## src/hw/mio_pkg.sv

```systemverilog
// Package for the motion I/O function mapper: register map, codes and carriers
package mio_pkg;
  // Register byte offsets
  localparam logic [7:0] ADR_IN_CFG = 8'h00;
  localparam logic [7:0] ADR_OUT_CFG = 8'h04;
  localparam logic [7:0] ADR_CTRL = 8'h08;
  localparam logic [7:0] ADR_PIN_STAT = 8'h0C;
  localparam logic [7:0] ADR_EVENT = 8'h10;
  localparam logic [7:0] ADR_STATUS = 8'h14;
  localparam logic [7:0] ADR_GP_OUT = 8'h18;
  localparam logic [7:0] ADR_CFG_RB = 8'h1C;
  // Setup command field positions: line [3:0], type [12:8], polarity bit 16
  localparam int LINE_LSB = 0;
  localparam int TYPE_LSB = 8;
  localparam int POL_BIT = 16;
  // Control register bits
  localparam int CTRL_JOG_EN = 0;
  localparam int CTRL_STALL_MODE = 1;
  localparam int CTRL_SMALL_FRAME = 2;
  localparam int CTRL_MASK_LSB = 8;
  // Event register bits
  localparam int EV_CFG_ERR = 0;
  localparam int EV_LAUNCH = 1;
  localparam int EV_BREAK = 2;
  localparam int EV_CAPTURE = 3;
  localparam int NUM_IN = 4;
  localparam int NUM_OUT = 3;
  localparam logic [31:0] RST_CTRL = 32'h0000_0000;
  localparam logic [4:0] RST_IN_TYPE = 5'h00;
  localparam logic [4:0] RST_OUT_TYPE = 5'h10;
  localparam logic RST_POL = 1'b1;
  // Input function codes
  typedef enum logic [4:0] {
    IN_GP = 5'h00, IN_HOME = 5'h01, IN_LIM_POS = 5'h02, IN_LIM_NEG = 5'h03,
    IN_LAUNCH = 5'h04, IN_SOFT_STOP = 5'h05, IN_PAUSE = 5'h06, IN_JOG_POS = 5'h07,
    IN_JOG_NEG = 5'h08, IN_RESET = 5'h0B, IN_CAPTURE = 5'h0C
  } mio_in_fn_t;
  // Output function codes
  typedef enum logic [4:0] {
    OUT_GP = 5'h10, OUT_MOVING = 5'h11, OUT_ERROR = 5'h12, OUT_STALL = 5'h13,
    OUT_VEL_CHG = 5'h14, OUT_LOCKED = 5'h15, OUT_TO_POS = 5'h17, OUT_HYB_ON = 5'h18,
    OUT_MAKEUP = 5'h19, OUT_TRIP = 5'h1C, OUT_ATTN = 5'h1D
  } mio_out_fn_t;
  // Configuration carried per line
  typedef struct packed {
    logic [4:0] fn;
    logic pol;
  } mio_line_cfg_t;
  // Motion state fed into the mapper
  typedef struct packed {
    logic moving;
    logic error;
    logic stall;
    logic vel_changing;
    logic locked_rotor;
    logic to_position;
    logic hybrid_on;
    logic makeup;
    logic trip;
    logic [7:0] status;
  } mio_motion_t;
  // Actions requested from the motion engine and interpreter
  typedef struct packed {
    logic home;
    logic limit_pos;
    logic limit_neg;
    logic launch;
    logic soft_stop;
    logic pause;
    logic jog_pos;
    logic jog_neg;
    logic brk;
    logic capture;
  } mio_action_t;
endpackage

```

## src/hw/mio_mapper.sv

```systemverilog
// Motion I/O function mapper with a classic Wishbone register slave
`timescale 1ns/100ps
module mio_mapper (
  input wire logic clk_sys,
  input wire logic reset,
  input wire logic wb_cyc_i,
  input wire logic wb_stb_i,
  input wire logic wb_we_i,
  input wire logic [7:0] wb_adr_i,
  input wire logic [3:0] wb_sel_i,
  input wire logic [31:0] wb_dat_i,
  output logic [31:0] wb_dat_o,
  output logic wb_ack_o,
  input wire logic [mio_pkg::NUM_IN-1:0] in_pin,
  output logic [mio_pkg::NUM_OUT-1:0] out_pin,
  input wire mio_pkg::mio_motion_t motion,
  output mio_pkg::mio_action_t action,
  output logic jog_enable_flag,
  output logic stall_detect_mode
);
  import mio_pkg::*;

  mio_line_cfg_t in_cfg_q [NUM_IN];
  mio_line_cfg_t out_cfg_q [NUM_OUT];
  logic [31:0] ctrl_q;
  logic [NUM_OUT-1:0] gp_out_q;
  logic [3:0] event_q;
  logic [NUM_IN-1:0] act_q;
  logic [NUM_IN-1:0] act_d;
  logic [NUM_OUT-1:0] out_d;
  logic [NUM_OUT-1:0] cond;
  logic [31:0] rd_d;
  logic wr_go;
  logic rd_go;
  logic [3:0] wline;
  logic [4:0] wtype;
  logic wpol;
  logic in_ok;
  logic out_ok;
  logic in_wr;
  logic out_wr;
  logic [3:0] ev_set;
  mio_action_t action_d;

  // Request taken while ack is low; a write lands on the edge that sees ack high
  assign wr_go = wb_cyc_i && wb_stb_i && wb_we_i && wb_ack_o;
  assign rd_go = wb_cyc_i && wb_stb_i && !wb_we_i && !wb_ack_o;
  assign jog_enable_flag = ctrl_q[CTRL_JOG_EN];
  assign stall_detect_mode = ctrl_q[CTRL_STALL_MODE];

  // Setup command fields
  // three fields
  assign wline = wb_dat_i[LINE_LSB +: 4];
  assign wtype = wb_dat_i[TYPE_LSB +: 5];
  assign wpol = wb_dat_i[POL_BIT];

  // Legal input combinations
  always_comb begin
    in_ok = (wline >= 4'h1) && (wline <= 4'h4);
    unique case (wtype)
      IN_GP, IN_HOME, IN_LIM_POS, IN_LIM_NEG, IN_LAUNCH, IN_SOFT_STOP, IN_PAUSE,
      IN_JOG_POS, IN_JOG_NEG, IN_RESET: begin
      end
      IN_CAPTURE: begin
        in_ok = in_ok && (wline == 4'h1) && !ctrl_q[CTRL_SMALL_FRAME];
      end
      default: begin
        in_ok = 1'b0;
      end
    endcase
  end

  // Legal output combinations
  always_comb begin
    out_ok = (wline >= 4'h1) && (wline <= 4'h3);
    unique case (wtype)
      OUT_GP, OUT_MOVING, OUT_ERROR, OUT_STALL, OUT_VEL_CHG, OUT_LOCKED, OUT_TO_POS,
      OUT_HYB_ON, OUT_MAKEUP, OUT_ATTN: begin
      end
      OUT_TRIP: begin
        out_ok = out_ok && (wline == 4'h3) && !wpol;
      end
      default: begin
        out_ok = 1'b0;
      end
    endcase
  end

  // Whole-word writes only, so a setup command is never half applied
  assign in_wr = wr_go && (wb_adr_i == ADR_IN_CFG) && (wb_sel_i == 4'hF);
  assign out_wr = wr_go && (wb_adr_i == ADR_OUT_CFG) && (wb_sel_i == 4'hF);

  // Per-line configuration storage
  genvar gi;
  generate
    for (gi = 0; gi < NUM_IN; gi++) begin : g_in
      always_ff @(posedge clk_sys) begin
        if (reset) begin
          in_cfg_q[gi] <= '{fn: RST_IN_TYPE, pol: RST_POL};
        end else if (in_wr && in_ok && (wline == 4'(gi + 1))) begin
          in_cfg_q[gi] <= '{fn: wtype, pol: wpol};
        end
      end
      assign act_d[gi] = in_cfg_q[gi].pol ? in_pin[gi] : !in_pin[gi];
    end
    for (gi = 0; gi < NUM_OUT; gi++) begin : g_out
      always_ff @(posedge clk_sys) begin
        if (reset) begin
          out_cfg_q[gi] <= '{fn: RST_OUT_TYPE, pol: RST_POL};
        end else if (out_wr && out_ok && (wline == 4'(gi + 1))) begin
          out_cfg_q[gi] <= '{fn: wtype, pol: wpol};
        end
      end
      // Condition per output function
      always_comb begin
        unique case (out_cfg_q[gi].fn)
          OUT_GP: cond[gi] = gp_out_q[gi];
          OUT_MOVING: cond[gi] = motion.moving;
          OUT_ERROR: cond[gi] = motion.error;
          OUT_STALL: cond[gi] = motion.stall && ctrl_q[CTRL_STALL_MODE];
          OUT_VEL_CHG: cond[gi] = motion.vel_changing;
          OUT_LOCKED: cond[gi] = motion.locked_rotor;
          OUT_TO_POS: cond[gi] = motion.to_position;
          OUT_HYB_ON: cond[gi] = motion.hybrid_on;
          OUT_MAKEUP: cond[gi] = motion.makeup;
          OUT_TRIP: cond[gi] = motion.trip;
          OUT_ATTN: cond[gi] = |(motion.status & ctrl_q[CTRL_MASK_LSB +: 8]);
          default: cond[gi] = 1'b0;
        endcase
      end
      assign out_d[gi] = out_cfg_q[gi].pol ? cond[gi] : !cond[gi];
    end
  endgenerate

  // Output pins registered
  always_ff @(posedge clk_sys) begin
    if (reset) begin
      out_pin <= '0;
    end else begin
      out_pin <= out_d;
    end
  end

  // Previous activity for edge-triggered functions
  always_ff @(posedge clk_sys) begin
    if (reset) begin
      act_q <= '0;
    end else begin
      act_q <= act_d;
    end
  end

  // Map active inputs onto actions; levels for held functions, edges for one-shots
  always_comb begin
    action_d = '0;
    for (int i = 0; i < NUM_IN; i++) begin
      unique case (in_cfg_q[i].fn)
        IN_HOME: action_d.home |= act_d[i];
        IN_LIM_POS: action_d.limit_pos |= act_d[i];
        IN_LIM_NEG: action_d.limit_neg |= act_d[i];
        IN_LAUNCH: action_d.launch |= act_d[i] && !act_q[i];
        IN_SOFT_STOP: action_d.soft_stop |= act_d[i];
        IN_PAUSE: action_d.pause |= act_d[i];
        IN_JOG_POS: action_d.jog_pos |= act_d[i] && ctrl_q[CTRL_JOG_EN];
        IN_JOG_NEG: action_d.jog_neg |= act_d[i] && ctrl_q[CTRL_JOG_EN];
        IN_RESET: action_d.brk |= act_d[i] && !act_q[i];
        IN_CAPTURE: action_d.capture |= act_d[i] && !act_q[i];
        default: begin
        end
      endcase
    end
  end

  // Actions registered so downstream sees clean levels and one-cycle pulses
  always_ff @(posedge clk_sys) begin
    if (reset) begin
      action <= '0;
    end else begin
      action <= action_d;
    end
  end

  // Control and general purpose output registers
  always_ff @(posedge clk_sys) begin
    if (reset) begin
      ctrl_q <= RST_CTRL;
      gp_out_q <= '0;
    end else begin
      if (wr_go && wb_adr_i == ADR_CTRL) begin
        for (int b = 0; b < 4; b++) begin
          if (wb_sel_i[b]) begin
            ctrl_q[b*8 +: 8] <= wb_dat_i[b*8 +: 8];
          end
        end
      end
      if (wr_go && wb_adr_i == ADR_GP_OUT && wb_sel_i[0]) begin
        gp_out_q <= wb_dat_i[NUM_OUT-1:0];
      end
    end
  end

  // Sticky events; a set in the same cycle as a clear wins
  // error flag
  assign ev_set[EV_CFG_ERR] = (in_wr && !in_ok) || (out_wr && !out_ok);
  assign ev_set[EV_LAUNCH] = action_d.launch;
  assign ev_set[EV_BREAK] = action_d.brk;
  assign ev_set[EV_CAPTURE] = action_d.capture;
  always_ff @(posedge clk_sys) begin
    if (reset) begin
      event_q <= '0;
    end else if (wr_go && wb_adr_i == ADR_EVENT && wb_sel_i[0]) begin
      event_q <= (event_q & ~wb_dat_i[3:0]) | ev_set;
    end else begin
      event_q <= event_q | ev_set;
    end
  end

  // Read mux; unmapped addresses read zero
  always_comb begin
    rd_d = '0;
    unique case (wb_adr_i)
      ADR_CTRL: rd_d = ctrl_q;
      ADR_PIN_STAT: rd_d = {24'h0, act_d, in_pin};
      ADR_EVENT: rd_d = {28'h0, event_q};
      ADR_STATUS: rd_d = {21'h0, out_pin, 8'h0} | 32'(action);
      ADR_GP_OUT: rd_d = {29'h0, gp_out_q};
      ADR_CFG_RB: begin
        for (int i = 0; i < NUM_IN; i++) begin
          rd_d[i*6 +: 6] = in_cfg_q[i];
        end
      end
      ADR_IN_CFG, ADR_OUT_CFG: rd_d = '0;
      default: rd_d = '0;
    endcase
  end

  // Wishbone answer register
  always_ff @(posedge clk_sys) begin
    if (reset) begin
      wb_ack_o <= 1'b0;
      wb_dat_o <= '0;
    end else begin
      wb_ack_o <= wb_cyc_i && wb_stb_i && !wb_ack_o;
      if (rd_go) begin
        wb_dat_o <= rd_d;
      end
    end
  end

  AST_CAPTURE_LINE1: assert property (@(posedge clk_sys) disable iff (reset)
    in_cfg_q[1].fn != IN_CAPTURE && in_cfg_q[2].fn != IN_CAPTURE && in_cfg_q[3].fn != IN_CAPTURE)
    else $error("capture configured off line 1");
  AST_TRIP_LINE3: assert property (@(posedge clk_sys) disable iff (reset)
    (out_cfg_q[0].fn != OUT_TRIP) && (out_cfg_q[1].fn != OUT_TRIP) &&
    !(out_cfg_q[2].fn == OUT_TRIP && out_cfg_q[2].pol))
    else $error("trip output illegal");
  AST_REJECT_KEEPS: assert property (@(posedge clk_sys) disable iff (reset)
    (in_wr && !in_ok) |=> ({in_cfg_q[0], in_cfg_q[1], in_cfg_q[2], in_cfg_q[3]} ==
      $past({in_cfg_q[0], in_cfg_q[1], in_cfg_q[2], in_cfg_q[3]})) && event_q[EV_CFG_ERR])
    else $error("rejected setup changed config");
  AST_JOG_GATED: assert property (@(posedge clk_sys) disable iff (reset)
    (action.jog_pos || action.jog_neg) |-> $past(ctrl_q[CTRL_JOG_EN]))
    else $error("jog without enable");
  AST_MOVE_PIN: assert property (@(posedge clk_sys) disable iff (reset)
    (out_cfg_q[0].fn == OUT_MOVING && $stable(out_cfg_q[0])) |=>
      out_pin[0] == ($past(out_cfg_q[0].pol) ~^ $past(motion.moving)))
    else $error("moving output wrong level");
  AST_STALL_GATE: assert property (@(posedge clk_sys) disable iff (reset)
    (out_cfg_q[0].fn == OUT_STALL && out_cfg_q[0].pol && !ctrl_q[CTRL_STALL_MODE]) |=> !out_pin[0])
    else $error("stall shown without mode");
  AST_LAUNCH_PULSE: assert property (@(posedge clk_sys) disable iff (reset)
    action.launch |=> !action.launch)
    else $error("launch longer than one cycle");
  AST_ACK_ONE: assert property (@(posedge clk_sys) disable iff (reset)
    (wb_cyc_i && wb_stb_i && !wb_ack_o) |=> wb_ack_o ##1 !wb_ack_o)
    else $error("ack timing wrong");
endmodule

```

## config.mk

```make
export PLATFORM = sky130hd
export DESIGN_NAME = mio_mapper
export DESIGN_NICKNAME = d
export VERILOG_FILES = /design/src/hw/mio_pkg.sv /design/src/hw/mio_mapper.sv
export SDC_FILE = /design/constraint.sdc
export NUM_CORES = 1
export LEC_CHECK = 0
export ABC_AREA = 0
export BUFFER_PORTS_ARGS = -buffer_cell sky130_fd_sc_hd__buf_2
export CORE_AREA = 2 2 133 102
export DETAILED_ROUTE_END_ITERATION = 10
export DIE_AREA = 0 0 135 104
export PLACE_DENSITY_LB_ADDON = 0.08
export SYNTH_ARGS = -nofsm -noshare
export SYNTH_HDL_FRONTEND = slang
export SYNTH_SLANG_ARGS = --single-unit
```

## constraint.sdc

```tcl
create_clock -name clk_sys -period 2.8 [get_ports clk_sys]
set_clock_uncertainty 0.1 [all_clocks]
set_input_delay 0.7 -clock clk_sys [delete_from_list [all_inputs] [get_ports clk_sys]]
set_output_delay 0.7 -clock clk_sys [all_outputs]
set_load 0.02 [all_outputs]
```

== Word-level counts from Yosys, hierarchy flattened ==
Memory sizes are Yosys's and may differ from the RTL's.
Cells that the tools add are included.
Storage, ports and cells
  output and inout bits: 48
  logic and storage cells: 327
  bits in latches: 0
  input bits: 70
  memories: 2
  ROM bits: 0
  bits in writable memories: 42
  bits in registers: 89
Operators by class
  shifts and indexed selects: 0
  multipliers: 0
  mux-type cells: 85
  add/sub/neg operators: 0
  equal/unequal tests: 106
  bitwise logic cells: 43
  magnitude comparators: 3
  reduce and logical (&&, ||, !) cells: 68
  divide/modulo/power cells: 0
Memory list
  in_cfg_q: depth 4, width 6, read ports 4, clocked after Yosys merged registers in 0, wr ports 4, line mio_mapper.sv:23  | mio_line_cfg_t in_cfg_q [NUM_IN];
  out_cfg_q: depth 3, width 6, read ports 3, clocked after Yosys merged registers in 0, wr ports 3, line mio_mapper.sv:24  | mio_line_cfg_t out_cfg_q [NUM_OUT];
Operators with widths (count)
  $eq 5x5->1 const B: 44
  $pmux 24 s6: 1
  $eq 5x3->1 const B: 20
  $eq 5x4->1 const B: 15
  $mux 1: 70
  $eq 5x2->1 const B: 10
  $mux 6: 7
  $logic_and 1x1->1: 41
  $or 1x1->1: 37
  $pmux 1 s11: 3
  $eq 8x5->1 const B: 4
  $eq 5x1->1 const B: 5
  $reduce_or 10->1: 2
  $logic_not 1->1: 17
  $eq 8x4->1 const B: 2
  $pmux 8 s2: 1
  $or 11x10->11: 1
  $and 8x8->8: 1
  $eq 4x2->1 const B: 2
  $eq 8x3->1 const B: 1
  $logic_not 8->1: 1
  $or 4x4->4: 2
  $reduce_and 2->1: 4
  $reduce_or 8->1: 1
  12 further kinds: 13

== Logic depth before layout (Yosys ltp) ==
  depth after elaboration: 12
  gate-level depth with buffers: 7
  gate-level depth less buffers: 5

== Worst setup path before layout ==
Ideal clock, no wire load.
  path type: input to register
  from: input port wb_adr_i[4]
  to: memory out_cfg_q[0][0] in the netlist's numbering (data pin)
  path slack: 310 ps
  cell stages on the path: 6
  path buffers: 1
  data arrival time: 2124 ps
  path through: buf_2 > nor4_1 > nand2_1 > nor4b_2 > nand2_1 > or3_1
RTL lines
  from (decl): line mio_mapper.sv:9  | input wire logic [7:0] wb_adr_i,
  to (decl): line mio_mapper.sv:24

==> impl_metrics.ini <==
[status]
outcome = finished clean

[timing]
finalSetupTns_ps = 0
max_slew_margin_pct = 34.2
rsz0062_at_grt = false
post-route-period-util_pct = 95.7
slew_violations = 0
max_freq_ghz = 0.373
tightest_slew_ps = 977
finalHoldViolCount = 0
setup_viol = 0
period_minus_slack_ps = 2680

[critical_path]
rrSetupSlack_ps = 450
worst-path-max-fanout = 6
crit_slowest_cell = o21ai_0
start_kind = input port
critPathMaxStageDelay_ps = 760
worstPathArrival_ps = 2730
r2r_cells = 5
crit_buf_inv = 1
crit_type = input port to flip-flop
cp.required_ps = 2850
path_delay_family = compound AO/OA/AOI/OAI gates
rr_startpoint = wb_ack_o$_SDFF_PP0_
endpoint_kind = flip-flop
r2r-end = in_cfg_q[0][0]$_SDFFCE_PN1P_
crit_chain = buf_2 -> xor2_1 -> o21a_1 -> o21ai_0 -> nand3_1 -> or3_1

[global_route]
grt_pass1_wl_mm = 30.0
grt_antenna_before_repair = 0
grt_max_degree = 41
grt.total_usage_pct = 28.3
grt_pass1_vias = 5335
grt_overflow_total = 0

[pwr]
comb_power_share_pct = 6.8
pwr-share-seq_pct = 44.1
power_density_nw_per_um2 = 597
power_switching_mw = 1.15
power_frac_clock_pct = 49.1
peakVddDrop_v = 0.000424
swShare_pct = 24.9
p_int_mw = 3.46
p_leak_nw = 2.91

[cts]
numCtsBuffers = 17
htreeDepth = 4
clk_pin_slew_ps = 60
cts_resized = 0
clock_path_buffers = 2
clkLatencyLatePin_ps = 420
cts_root_buffer = clkbuf_16
cts_tree = done
hold_buffers = 0
cts_sinks = 131
post_cts_buffers = 0

[synthesis]
yosysSeqAreaShare_pct = 48.7
synth-seq-cells = 131
synth_top_cell_area_share_pct = 28.5
ys.warnings.count = 0
avgSynthCellArea_um2 = 9.05
netlist_area_um2 = 6250
synth_enable_flop_cells = 42
ys_types = 61
ys_async_sr_fraction_pct = 0
synth_top_area_cell = dfxtp_1
synth-main-ff-cell = dfxtp_1
netlist_instances = 691
synth_area_leaders = dfxtp_1 29%, edfxtp_1 20%, nand2_1 7.3%

[min_path]
min-delay-start = wb_dat_o[0]$_SDFFE_PP0P_
hp-class = flip-flop to flip-flop
hold-path-cell-count = 2
holdPathEnd = wb_dat_o[0]$_SDFFE_PP0P_

[place]
dp_hpwl_mm = 15.4
dp.cells = 974
portBuffers = 117
place_congestion = 1.00
place_area_um2 = 7110

[final_layout]
nNetsFinal = 892
fill_cells = 1173
areaGrowthSynthToFinish_pct = 23.5
fin_cells = 1006
drive_gt1_share_pct = 23.2
final_cell_mix = 121 x nand2_1, 117 x buf_2, 89 x dfxtp_1
design_area_um2 = 7720
final_common_cell = nand2_1
n_antenna_cell = 0

[floorplan]
die_x_um = 135
io_pins = 118
initial_utilization_pct = 48.9
core_area_um2 = 12800
num_rows = 36
die_y_um = 104
dieArea_um2 = 14000

[routing]
vias = 5895
drt_iter0_drc = 523
viasPerCell = 5.86
route.detailed.drc = 0
firstDrtPassIters = 5
wl_mm = 19.9
wire_per_inst_um = 19.8
postRouteAntennaNets = 0

[run]
maxCapViolCount = 0
cells in the mapped netlist (15+ instances only):
cell type,instances
a21oi_1,44
a22oi_1,34
clkbuf_1,27
dfxtp_1,89
edfxtp_1,42
mux2i_1,15
nand2_1,121
nand2b_1,16
nand3_1,19
nor2_1,83
nor3_1,16
o21ai_0,20
logic make-up after synthesis:
logic type	share of synthesized area, %
buffers and inverters	2.98
multiplexers	4.02
XOR/XNOR	1.12
AND/OR/NAND/NOR	27.6
flip-flops	48.7
other	0.120
AO/OA/AOI/OAI	15.4
worst max-delay path by stage:
stage	start	cells past startpoint	to
floorplan	wb_adr_i[4]	6	out_cfg_q[0][0]$_SDFFCE_PN1P_
global placement	wb_dat_i[1]	6	out_cfg_q[0][0]$_SDFFCE_PN1P_
detailed placement	wb_dat_i[1]	6	out_cfg_q[0][0]$_SDFFCE_PN1P_
CTS	wb_dat_i[9]	6	in_cfg_q[0][0]$_SDFFCE_PN1P_
global route	wb_dat_i[1]	6	in_cfg_q[0][0]$_SDFFCE_PN1P_
finish	wb_dat_i[9]	6	in_cfg_q[0][0]$_SDFFCE_PN1P_
power groups by stage:
stage               logic [mW]  clock network [mW]  registers (mW)
floorplan                0.163                   0            2.06
global placement         0.300                   0            2.07
detailed placement       0.304                   0            2.07
CTS                      0.306                2.28            2.03
global route             0.333                2.37            2.04
finish                   0.313                2.26            2.03
metrics by stage:
stage	setup slack [ps]	total power [mW]	hold WS, ps	util (%)
after floorplan	310	2.22	331	-
after global placement	-80.7	2.37	331	55.6
after detailed placement	-97.1	2.38	340	55.6
after CTS	257	4.62	352	60.3
after global routing	103	4.74	371	60.3
final	119	4.61	349	60.3
routing by layer:
layer  track usage, %  up-vias  wire [um]
met5                0        -          0
met4             7.44        0        301
met3             7.75       21       2000
met2             40.4      305       8400
met1             42.1     2800       9210
li1                 -     2769          -
sequential cells by signal, indices dropped and copies added, names as in the netlist:
| name | flops |
|---|---|
| ctrl_q | 32 |
| wb_dat_o | 32 |
| in_cfg_q | 24 |
| out_cfg_q | 18 |
| action | 10 |
| act_q | 4 |
| event_q | 4 |
| gp_out_q | 3 |
| out_pin | 3 |
| wb_ack_o | 1 |
worst min-delay path: stages, from the launching register on:
cell,delay (ps)
dfxtp_1,320
nand2_1,40
o21ai_0,50
final cells by class:
| cell class | instances | area, um2 | area share [%] |
|---|---|---|---|
| Sequential cell | 131 | 3040 | 39.4 |
| Timing Repair Buffer | 145 | 796 | 10.3 |
| Multi-Input combinational cell | 523 | 3040 | 39.4 |
| Tap cell | 171 | 214 | 2.77 |
| Clock inverter | 13 | 134 | 1.73 |
| Clock buffer | 19 | 475 | 6.16 |
| Inverter | 4 | 15.0 | 0.195 |
(Power assumes the default switching activity.)
